**config.mk**
```make
export PLATFORM = sky130hd
export DESIGN_NAME = csd_decoder
export DESIGN_NICKNAME = d
export VERILOG_FILES = /design/src/hdl/csd_pkg.sv /design/src/hdl/csd_space_match.sv /design/src/hdl/csd_ahb_slave.sv /design/src/hdl/csd_decoder.sv
export SDC_FILE = /design/constraint.sdc
export NUM_CORES = 1
export LEC_CHECK = 0
export BUFFER_PORTS_ARGS = -buffer_cell sky130_fd_sc_hd__buf_2
export CORE_MARGIN = 4
export CORE_UTILIZATION = 30
export DETAILED_ROUTE_END_ITERATION = 8
export SLEW_MARGIN = 5
export SYNTH_ARGS = -nofsm -noshare
export SYNTH_HDL_FRONTEND = slang
export SYNTH_SLANG_ARGS = --single-unit
```
**constraint.sdc**
```tcl
create_clock -name mclk -period 2.8 [get_ports mclk]
set_clock_uncertainty 0.2 [all_clocks]
set_input_delay 0.28 -clock mclk [delete_from_list [all_inputs] [get_ports mclk]]
set_output_delay 0.28 -clock mclk [all_outputs]
set_load 0.005 [all_outputs]
```
**src/hdl/csd_pkg.sv**
```systemverilog
// Purpose: Shared constants for the chip select address decoder.
// Assumes: Register offsets are byte addresses on a 32-bit AHB-Lite bus.
// Notes: Only the low twelve address bits select a register; hsel does the rest.
package csd_pkg;

  // ==========================================================================
  // Register map
  localparam logic [31:0] OFF_BASE_MASK_SPACE0 = 32'hffffe400;
  localparam logic [31:0] OFF_BASE_MASK_SPACE1 = 32'hffffe404;
  localparam logic [31:0] OFF_BASE_MASK_SPACE2 = 32'hffffe408;
  localparam logic [31:0] OFF_BASE_MASK_SPACE3 = 32'hffffe40c;
  localparam logic [31:0] OFF_SPACE_ENABLE = 32'hffffe480;
  localparam logic [31:0] OFF_SELECT_STATUS = 32'hffffe484;
  localparam int OFF_DECODE_BITS = 12;

  // ==========================================================================
  // Field layout of a base/mask register
  localparam int MASK_LSB = 0;
  localparam int BASE_LSB = 16;
  localparam int FIELD_W = 16;

  // ==========================================================================
  // Reset values
  localparam logic [31:0] RST_BASE_MASK_SPACE01 = 32'h000003ff;
  localparam logic [31:0] RST_BASE_MASK_SPACE23 = 32'h000001ff;
  localparam logic [3:0] RST_SPACE_ENABLE = 4'h4;

  // ==========================================================================
  // Mask field alignment: mask bit i governs address bit A(14 + i) or A(15 + i)
  localparam int SHIFT_SPACE01 = 2;
  localparam int SHIFT_SPACE23 = 1;

  // ==========================================================================
  // Address range in which no select is ever driven
  localparam logic [31:0] EXCLUDE_LOW = 32'hffff8000;
  localparam logic [31:0] EXCLUDE_HIGH = 32'h1fffbfff;

  localparam logic [1:0] HTRANS_NONSEQ = 2'h2;
  localparam logic [1:0] HTRANS_SEQ = 2'h3;

endpackage

```
**src/hdl/csd_space_match.sv**
```systemverilog
// Purpose: Combinational address match for one chip select space.
// Assumes: base_mask holds the base field in [31:16] and the size mask in [15:0].
// Notes: MASK_SHIFT aligns mask bit 0 with address bit A14 or A15.
`timescale 1ns/10ps
module csd_space_match #(
  parameter int MASK_SHIFT = 2
) (
  input wire logic [31:0] base_mask,
  input wire logic [31:0] addr,
  output logic hit
);

  // ==========================================================================
  // Compare enables
  function automatic logic [15:0] care_bits(input logic [15:0] mask);
    logic [15:0] care;
    care = '1;
    for (int j = 0; j < 16; j++) begin
      if (j + MASK_SHIFT <= 15) begin
        care[j] = ~mask[j + MASK_SHIFT];
      end
    end
    return care;
  endfunction

  logic [15:0] care;
  logic [15:0] base;

  always_comb begin
    base = base_mask[csd_pkg::BASE_LSB +: csd_pkg::FIELD_W];
    care = care_bits(base_mask[csd_pkg::MASK_LSB +: csd_pkg::FIELD_W]);
    hit = (((addr[31:16] ^ base) & care) == 16'h0000);
  end

  generate
    if (MASK_SHIFT != 1 && MASK_SHIFT != 2) begin : g_bad_shift
      $error("csd_space_match: MASK_SHIFT must be 1 or 2.");
    end
  endgenerate

endmodule

```
**src/hdl/csd_ahb_slave.sv**
```systemverilog
// Purpose: AHB-Lite slave front end for the decoder registers.
// Assumes: One slave on the bus; single word transfers only.
// Notes: Zero wait states; read data is registered from the address phase.
`timescale 1ns/10ps
module csd_ahb_slave (
  input wire logic mclk,
  input wire logic reset_n,
  input wire logic hsel,
  input wire logic [31:0] haddr,
  input wire logic [1:0] htrans,
  input wire logic hwrite,
  input wire logic [2:0] hsize,
  input wire logic [31:0] hwdata,
  input wire logic hready,
  output logic hreadyout,
  output logic hresp,
  output logic [31:0] hrdata,
  output logic [11:0] rd_offset,
  input wire logic [31:0] rd_data,
  output logic wr_en,
  output logic [11:0] wr_offset,
  output logic [31:0] wr_data
);

  // ==========================================================================
  // Address phase capture
  logic take;
  logic pend_wr;
  logic [11:0] pend_off;
  logic next_pend_wr;
  logic [11:0] next_pend_off;
  logic [31:0] next_hrdata;

  always_comb begin
    take = hsel && hready && (htrans == csd_pkg::HTRANS_NONSEQ || htrans == csd_pkg::HTRANS_SEQ);
    next_pend_wr = take && hwrite && (hsize == 3'h2);
    next_pend_off = take ? haddr[11:0] : pend_off;
    rd_offset = haddr[11:0];
    next_hrdata = hrdata;
    if (take && !hwrite) begin
      // A read right behind a write to the same word sees the new value.
      next_hrdata = (pend_wr && pend_off == haddr[11:0]) ? hwdata : rd_data;
    end
    wr_en = pend_wr;
    wr_offset = pend_off;
    wr_data = hwdata;
    hreadyout = 1'b1;
    hresp = 1'b0;
  end

  always_ff @(posedge mclk or negedge reset_n) begin
    if (!reset_n) begin
      pend_wr <= 1'b0;
      pend_off <= 12'h000;
      hrdata <= 32'h00000000;
    end else begin
      pend_wr <= next_pend_wr;
      pend_off <= next_pend_off;
      hrdata <= next_hrdata;
    end
  end

endmodule

```
**src/hdl/csd_decoder.sv**
```systemverilog
// Purpose: Chip select address decoder for four external spaces and a default space.
// Assumes: bus_addr is a physical address from the internal bus master.
// Notes: Selects are combinational from the address and the register contents.
//
// Behaviour
// - Mask bit 0 compares, 1 masks address bit.
// - Base field bits 31-16 compare with A31-A16.
// - Spaces 0/1 mask A29-A14; A31,A30 always compared.
// - Spaces 2/3 mask A30-A15; A31 compared, except space 2 while it spans all.
// - Match when all unmasked A31-A16 equal base.
// - Never select inside the excluded address range.
// - After reset only space 2, spanning all.
// - Lowest numbered enabled matching space wins alone.
// - Enable bits gate spaces; unmatched goes default.
`timescale 1ns/10ps
module csd_decoder #(
  parameter logic [31:0] EXCL_LOW = csd_pkg::EXCLUDE_LOW,
  parameter logic [31:0] EXCL_HIGH = csd_pkg::EXCLUDE_HIGH
) (
  input wire logic mclk,
  input wire logic reset_n,
  input wire logic hsel,
  input wire logic [31:0] haddr,
  input wire logic [1:0] htrans,
  input wire logic hwrite,
  input wire logic [2:0] hsize,
  input wire logic [31:0] hwdata,
  input wire logic hready,
  output logic hreadyout,
  output logic hresp,
  output logic [31:0] hrdata,
  input wire logic bus_valid,
  input wire logic [31:0] bus_addr,
  output logic [3:0] chip_select_n,
  output logic default_external_space_n
);

  // ==========================================================================
  // Bus front end
  logic [11:0] rd_offset;
  logic [31:0] rd_data;
  logic wr_en;
  logic [11:0] wr_offset;
  logic [31:0] wr_data;

  csd_ahb_slave u_slave (
    .mclk(mclk),
    .reset_n(reset_n),
    .hsel(hsel),
    .haddr(haddr),
    .htrans(htrans),
    .hwrite(hwrite),
    .hsize(hsize),
    .hwdata(hwdata),
    .hready(hready),
    .hreadyout(hreadyout),
    .hresp(hresp),
    .hrdata(hrdata),
    .rd_offset(rd_offset),
    .rd_data(rd_data),
    .wr_en(wr_en),
    .wr_offset(wr_offset),
    .wr_data(wr_data)
  );

  function automatic logic at(input logic [11:0] off, input logic [31:0] reg_off);
    return off == reg_off[csd_pkg::OFF_DECODE_BITS-1:0];
  endfunction

  // ==========================================================================
  // Registers
  logic [31:0] base_mask_space0;
  logic [31:0] base_mask_space1;
  logic [31:0] base_mask_space2;
  logic [31:0] base_mask_space3;
  logic [3:0] space_enable;
  logic space2_whole_range;
  logic [5:0] select_status;
  logic [31:0] next_base_mask_space0;
  logic [31:0] next_base_mask_space1;
  logic [31:0] next_base_mask_space2;
  logic [31:0] next_base_mask_space3;
  logic [3:0] next_space_enable;
  logic next_space2_whole_range;
  logic [5:0] next_select_status;

  // ==========================================================================
  // Decode
  logic [3:0] hit;
  logic [3:0] live;
  logic excluded;
  logic [3:0] sel;
  logic sel_default;

  csd_space_match #(.MASK_SHIFT(csd_pkg::SHIFT_SPACE01)) u_match0 (
    .base_mask(base_mask_space0),
    .addr(bus_addr),
    .hit(hit[0])
  );
  csd_space_match #(.MASK_SHIFT(csd_pkg::SHIFT_SPACE01)) u_match1 (
    .base_mask(base_mask_space1),
    .addr(bus_addr),
    .hit(hit[1])
  );
  csd_space_match #(.MASK_SHIFT(csd_pkg::SHIFT_SPACE23)) u_match2 (
    .base_mask(base_mask_space2),
    .addr(bus_addr),
    .hit(hit[2])
  );
  csd_space_match #(.MASK_SHIFT(csd_pkg::SHIFT_SPACE23)) u_match3 (
    .base_mask(base_mask_space3),
    .addr(bus_addr),
    .hit(hit[3])
  );

  always_comb begin
    // The excluded range may wrap through zero, so both orders are served.
    if (EXCL_LOW <= EXCL_HIGH) begin
      excluded = (bus_addr >= EXCL_LOW) && (bus_addr <= EXCL_HIGH);
    end else begin
      excluded = (bus_addr >= EXCL_LOW) || (bus_addr <= EXCL_HIGH);
    end
    live = {hit[3], hit[2] | space2_whole_range, hit[1], hit[0]} & space_enable;
    sel = 4'h0;
    sel_default = 1'b0;
    if (bus_valid && !excluded) begin
      if (live[0]) begin
        sel = 4'h1;
      end else if (live[1]) begin
        sel = 4'h2;
      end else if (live[2]) begin
        sel = 4'h4;
      end else if (live[3]) begin
        sel = 4'h8;
      end else begin
        sel_default = 1'b1;
      end
    end
    chip_select_n = ~sel;
    default_external_space_n = ~sel_default;
  end

  // ==========================================================================
  // Register write and status capture
  always_comb begin
    next_base_mask_space0 = base_mask_space0;
    next_base_mask_space1 = base_mask_space1;
    next_base_mask_space2 = base_mask_space2;
    next_base_mask_space3 = base_mask_space3;
    next_space_enable = space_enable;
    next_space2_whole_range = space2_whole_range;
    next_select_status = select_status;
    if (wr_en) begin
      if (at(wr_offset, csd_pkg::OFF_BASE_MASK_SPACE0)) begin
        next_base_mask_space0 = wr_data;
      end
      if (at(wr_offset, csd_pkg::OFF_BASE_MASK_SPACE1)) begin
        next_base_mask_space1 = wr_data;
      end
      if (at(wr_offset, csd_pkg::OFF_BASE_MASK_SPACE2)) begin
        next_base_mask_space2 = wr_data;
        // The reset-time full range ends once software programs space 2.
        next_space2_whole_range = 1'b0;
      end
      if (at(wr_offset, csd_pkg::OFF_BASE_MASK_SPACE3)) begin
        next_base_mask_space3 = wr_data;
      end
      if (at(wr_offset, csd_pkg::OFF_SPACE_ENABLE)) begin
        next_space_enable = wr_data[3:0];
      end
    end
    if (bus_valid) begin
      next_select_status = {excluded, sel_default, sel};
    end
  end

  always_ff @(posedge mclk or negedge reset_n) begin
    if (!reset_n) begin
      base_mask_space0 <= csd_pkg::RST_BASE_MASK_SPACE01;
      base_mask_space1 <= csd_pkg::RST_BASE_MASK_SPACE01;
      base_mask_space2 <= csd_pkg::RST_BASE_MASK_SPACE23;
      base_mask_space3 <= csd_pkg::RST_BASE_MASK_SPACE23;
      space_enable <= csd_pkg::RST_SPACE_ENABLE;
      space2_whole_range <= 1'b1;
      select_status <= 6'h00;
    end else begin
      base_mask_space0 <= next_base_mask_space0;
      base_mask_space1 <= next_base_mask_space1;
      base_mask_space2 <= next_base_mask_space2;
      base_mask_space3 <= next_base_mask_space3;
      space_enable <= next_space_enable;
      space2_whole_range <= next_space2_whole_range;
      select_status <= next_select_status;
    end
  end

  // ==========================================================================
  // Read mux
  always_comb begin
    rd_data = 32'h00000000;
    if (at(rd_offset, csd_pkg::OFF_BASE_MASK_SPACE0)) begin
      rd_data = base_mask_space0;
    end else if (at(rd_offset, csd_pkg::OFF_BASE_MASK_SPACE1)) begin
      rd_data = base_mask_space1;
    end else if (at(rd_offset, csd_pkg::OFF_BASE_MASK_SPACE2)) begin
      rd_data = base_mask_space2;
    end else if (at(rd_offset, csd_pkg::OFF_BASE_MASK_SPACE3)) begin
      rd_data = base_mask_space3;
    end else if (at(rd_offset, csd_pkg::OFF_SPACE_ENABLE)) begin
      rd_data = {27'h0000000, space2_whole_range, space_enable};
    end else if (at(rd_offset, csd_pkg::OFF_SELECT_STATUS)) begin
      rd_data = {26'h0000000, select_status};
    end
  end

  // ==========================================================================
  // Checks
  chk_select_one_hot: assert property (@(posedge mclk) disable iff (!reset_n)
    $onehot0({~chip_select_n, ~default_external_space_n}))
    else $error("more than one select asserted");

  chk_space0_wins: assert property (@(posedge mclk) disable iff (!reset_n)
    (bus_valid && !excluded && hit[0] && space_enable[0]) |-> (chip_select_n == 4'he))
    else $error("enabled space 0 hit did not win");

  chk_excluded_quiet: assert property (@(posedge mclk) disable iff (!reset_n)
    excluded |-> (chip_select_n == 4'hf && default_external_space_n))
    else $error("select driven inside excluded range");

  chk_reset_space2: assert property (@(posedge mclk) disable iff (!reset_n)
    (space2_whole_range && space_enable == csd_pkg::RST_SPACE_ENABLE && bus_valid && !excluded)
      |-> (chip_select_n == 4'hb))
    else $error("space 2 did not cover every address after reset");

  chk_top_bits_kept: assert property (@(posedge mclk) disable iff (!reset_n)
    (!chip_select_n[0] || !chip_select_n[1])
      |-> (bus_addr[31:30] == (!chip_select_n[0] ? base_mask_space0[31:30]
                                                 : base_mask_space1[31:30])))
    else $error("A31 or A30 not compared for space 0 or 1");

  chk_a31_kept: assert property (@(posedge mclk) disable iff (!reset_n)
    (!chip_select_n[3]) |-> (bus_addr[31] == base_mask_space3[31]))
    else $error("A31 not compared for space 3");

  chk_default_space: assert property (@(posedge mclk) disable iff (!reset_n)
    (bus_valid && !excluded && live == 4'h0) |-> !default_external_space_n)
    else $error("unmatched address did not reach the default space");

  chk_write_lands: assert property (@(posedge mclk) disable iff (!reset_n)
    (wr_en && at(wr_offset, csd_pkg::OFF_BASE_MASK_SPACE0))
      |=> (base_mask_space0 == $past(wr_data)))
    else $error("write to space 0 base/mask did not land");

  chk_status_follows: assert property (@(posedge mclk) disable iff (!reset_n)
    bus_valid |=> (select_status[3:0] == ~$past(chip_select_n)))
    else $error("status does not record the select of the last address");

  // The match units carry no clock, so their checks are made here on the bus clock.
  // A fully cleared mask must match every address in its 64 KB block.
  chk_full_mask_64k: assert property (@(posedge mclk) disable iff (!reset_n)
    (base_mask_space0[15:0] == 16'h0000 && bus_addr[31:16] == base_mask_space0[31:16]) |-> hit[0])
    else $error("cleared mask with equal upper bits did not match");

  // A disabled space must never drive its select, whatever its match says.
  chk_disabled_quiet: assert property (@(posedge mclk) disable iff (!reset_n)
    (((~chip_select_n) & ~space_enable) == 4'h0))
    else $error("select driven for a disabled space");

  // Once programmed, space 2 compares A31 like space 3 does.
  chk_a31_space2: assert property (@(posedge mclk) disable iff (!reset_n)
    (!chip_select_n[2] && !space2_whole_range) |-> (bus_addr[31] == base_mask_space2[31]))
    else $error("A31 not compared for space 2");

  chk_space1_wins: assert property (@(posedge mclk) disable iff (!reset_n)
    (bus_valid && !excluded && live[1] && !live[0]) |-> (chip_select_n == 4'hd))
    else $error("enabled space 1 hit did not win over lower priorities");

  chk_space3_last: assert property (@(posedge mclk) disable iff (!reset_n)
    (!chip_select_n[3]) |-> (live == 4'h8))
    else $error("space 3 selected although a higher priority space matched");

  // With no address on the bus every select line rests high.
  chk_invalid_quiet: assert property (@(posedge mclk) disable iff (!reset_n)
    (!bus_valid) |-> (chip_select_n == 4'hf && default_external_space_n))
    else $error("select driven without a valid address");

  chk_whole_range_ends: assert property (@(posedge mclk) disable iff (!reset_n)
    (wr_en && at(wr_offset, csd_pkg::OFF_BASE_MASK_SPACE2)) |=> !space2_whole_range)
    else $error("space 2 kept its reset range after being programmed");

  chk_enable_lands: assert property (@(posedge mclk) disable iff (!reset_n)
    (wr_en && at(wr_offset, csd_pkg::OFF_SPACE_ENABLE))
      |=> ({28'h0000000, space_enable} == ($past(wr_data) & 32'h0000000f)))
    else $error("write to the space enable register did not land");

endmodule

```
==> impl_results.md <==
- Ant. Diodes: 0
- Syn. warnings: 0
- Cells after DPL: 1,228
- TritonCTS clock tree: yes
- Longest Clk Path Bufs: 2
- Cell area after synthesis: 9510 um^2
- Worst-path clk slew: 0.07 ns
- Largest family of logic cells by synthesized area: multiplexers
- Post-Synth XOR/XNOR Area: 0.0700
- Cell Rows: 64
- Layout Nets: 1,004
- Htree depth: 4
- Slew Viols, Final: 0
- FF-to-FF path depth: 8
- CTS buffer count: 17
- Critical path launch point type: flip-flop
- Root buffer cell: clkbuf_16
- Highest clock rate: 361 MHz
- Full die area: 34,600 um^2
- I/O Buffers: 108
- Height of the die: 186 um
- WS Path Type: reg -> out
- Fin crit period: 2.77 ns
- Final wirelength: 27,500 um
- Largest net degree at the start of global routing: 73
- Via Count: 6,563
- Busiest grt layer: met2
- CP max FO: 3
- Critical path data required time: 2.32 ns
- Global-route wire length before repair: 41,600 um
- Static leakage: 4.96 nW
- Synthesized flop and latch total: 184
- Seq/Total Area, Yosys: 0.489
- Gr usage total: 0.160
- Post-synth EDFFs: 0
- Core Region: 30,900 um^2
- Share of layout cells above drive strength 1: 0.407
- Synth Area per Inst: 12.5 um^2
- Fin. Hold Viols: 0
- Worst hold-check path type: in -> reg
- Worst hold stages: 4
- Drc violations: 0
- GRT met2 Usage: 0.254
- Antenna-violating nets left: 0
- Dpl ws: 0.189 ns
- Initial antenna violation count: 2
- Initial Utilization: 0.308
- Iteration-0 DRC Markers: 339
- Detail-routed net length per standard cell: 21.0 um
- Unrepaired setup endpoints after global routing: yes
- # clock sinks: 184
- Fin crit share: 0.989
- RePlAce Congestion: 0.883
- Slew margin rel.: 0.582
- Post-DP HPWL: 19,700 um
- Final WS setup: 0.0320 ns
- DRT Pass-1 Iters: 5
- Synthesized instance count: 760
- Met1 usage: 0.221
- Adder-cell area share of the yosys netlist: 0
- Ys async rst share: 1.00
- Number of global-route vias before repair: 6,747
- Horiz. Die Dim: 186 um
- FILL cells: 3,045
- Arrival @ worst endpoint: 2.29 ns
- I/O pins: 146
- Area of the multi-input gates: 4820 um^2
- Register area: 4660 um^2
- Run status: finished, final reports clean
- TNS Setup: 0 ns
- Met3 Usage GRT: 0.0348
- Vias/cell: 5.03
- CP Capture Type: output port
- Mux share of post-synthesis cell area: 0.241
- Synth Area in Simple Gates: 0.0900
- Synth Area in Compound Gates: 0.0739
- Maxcap violations: 0
- Post-route insts no fill: 1,306
- Main synth FF type: dfrtp_1
- Area grow syn2layout: 24.8%
- Power per cell area: 499 nW/um^2
- Worst vdd ir: 277 uV
- Gr ovfl total: 0
- Post-synth net total: 867
- Final setup viols: 0
- Slew of the pin with the lowest slew margin: 0.627 ns
- Distinct cell type count after synthesis: 49
- Worst skew pair latency: 0.45 ns
-- timing repair --
item / CTS / global route
setup endpoints to repair: 4 / 5
pin swaps: 11 / 8
setup buffers: 1 / 0
cloned: 0 / 0
hold buffers: 45 / 0
hold endpoints to repair: 218 / 0
gates resized for setup: 28 / 18
-- cells in the mapped netlist (14+ instances only) --
cell      count  area (um^2)
o22ai_1      30          188
nand2_1      41          154
nor2_1       14         52.6
dfstp_2      40         1050
mux2_2       67          754
nor3b_2      19          238
dfrtp_1     144         3600
xnor2_1      76          666
buf_2        30          150
a21oi_1      39          195
mux2_1       76          856
clkbuf_1     23         86.3
o21ai_1      32          160
mux4_2       26          586
-- stage by stage --
step                      total power [mW]  hold slack [ns]  utilization  instance area, um^2
final                                 5.92            0.115        0.384                11900
after global routing                  6.14            0.128        0.384                11900
after CTS                             5.96           0.0910        0.380                11800
after detailed placement              3.49           0.0684        0.341                10500
after global placement                3.48           0.0610        0.341                10500
after floorplan                       3.22           -0.216            -                 9510
-- logic make-up (layout without fill, tap and decap cells) --
group / after synthesis / after routing
compound gates: 122 / 122
xor+xnor: 76 / 76
buf+inv: 68 / 218
flops: 184 / 184
mux: 179 / 179
other cells: 2 / 2
simple gates: 129 / 129
-- metal layers --
metal	part of all wire	vias to the layer above
met4	0.020	4
met2	0.48	155
met5	0.00051	-
met1	0.45	3337
li1	-	3038
met3	0.055	29
-- registers in the layout, indices dropped and copies added (netlist names) --
| name | flops |
|---|---|
| base_mask_space0 | 32 |
| u_slave.hrdata | 32 |
| u_slave.wr_offset | 12 |
| space2_whole_range | 1 |
| select_status | 6 |
| base_mask_space2 | 32 |
| space_enable | 4 |
| base_mask_space1 | 32 |
| base_mask_space3 | 32 |
| u_slave.wr_en | 1 |
-- area by class of cell --
cell class                      instances  share of cell area
Clock buffer                           18              0.0362
Clock inverter                         14              0.0120
Inverter                                7             0.00221
Multi-Input combinational cell        508               0.406
Sequential cell                       184               0.392
Tap cell                              396              0.0417
Timing Repair Buffer                  179               0.110
-- worst paths after layout --
kind,startpoint,to,slack [ns]
min in group asynchronous,reset_n,u_slave.wr_offset[10]$_DFFE_PN0P_,0.15
max,base_mask_space0[18]$_DFFE_PN0P_,chip_select_n[0],0.03
min reg2reg,u_slave.hrdata[1]$_DFFE_PN0P_,u_slave.hrdata[1]$_DFFE_PN0P_,0.28
min,hready,u_slave.wr_en$_DFF_PN0_,0.12
max in group asynchronous,reset_n,base_mask_space1[22]$_DFFE_PN0P_,1.48
max reg2reg,u_slave.wr_offset[3]$_DFFE_PN0P_,u_slave.hrdata[30]$_DFFE_PN0P_,0.40
-- critical path, stage by stage, from the launching register on --
cell and delay, ns:
dfrtp_1 0.41, xnor2_1 0.34, o22ai_1 0.15, nor4_1 0.25, nand2_1 0.21, or2_2 0.36, buf_2 0.14
-- power by group --
group          leakage, nW  switching, mW  internal, mW
sequential            2.28         0.0981          2.76
clock                0.277           1.20          1.20
combinational         2.40          0.335         0.336
total                 4.96           1.63          4.29
-- cell usage in the layout (no fill, tap or decap), types with 23 or more instances in the layout --
master	count
dfstp_2	40
nand2_1	39
xnor2_2	23
o21ai_1	32
a21oi_1	38
mux2_1	76
mux4_2	26
dlygate4sd3_1	45
xnor2_1	53
dfrtp_1	143
buf_2	104
mux2_2	67
o22ai_1	24
No activity file was read; power rests on OpenSTA's default activity.
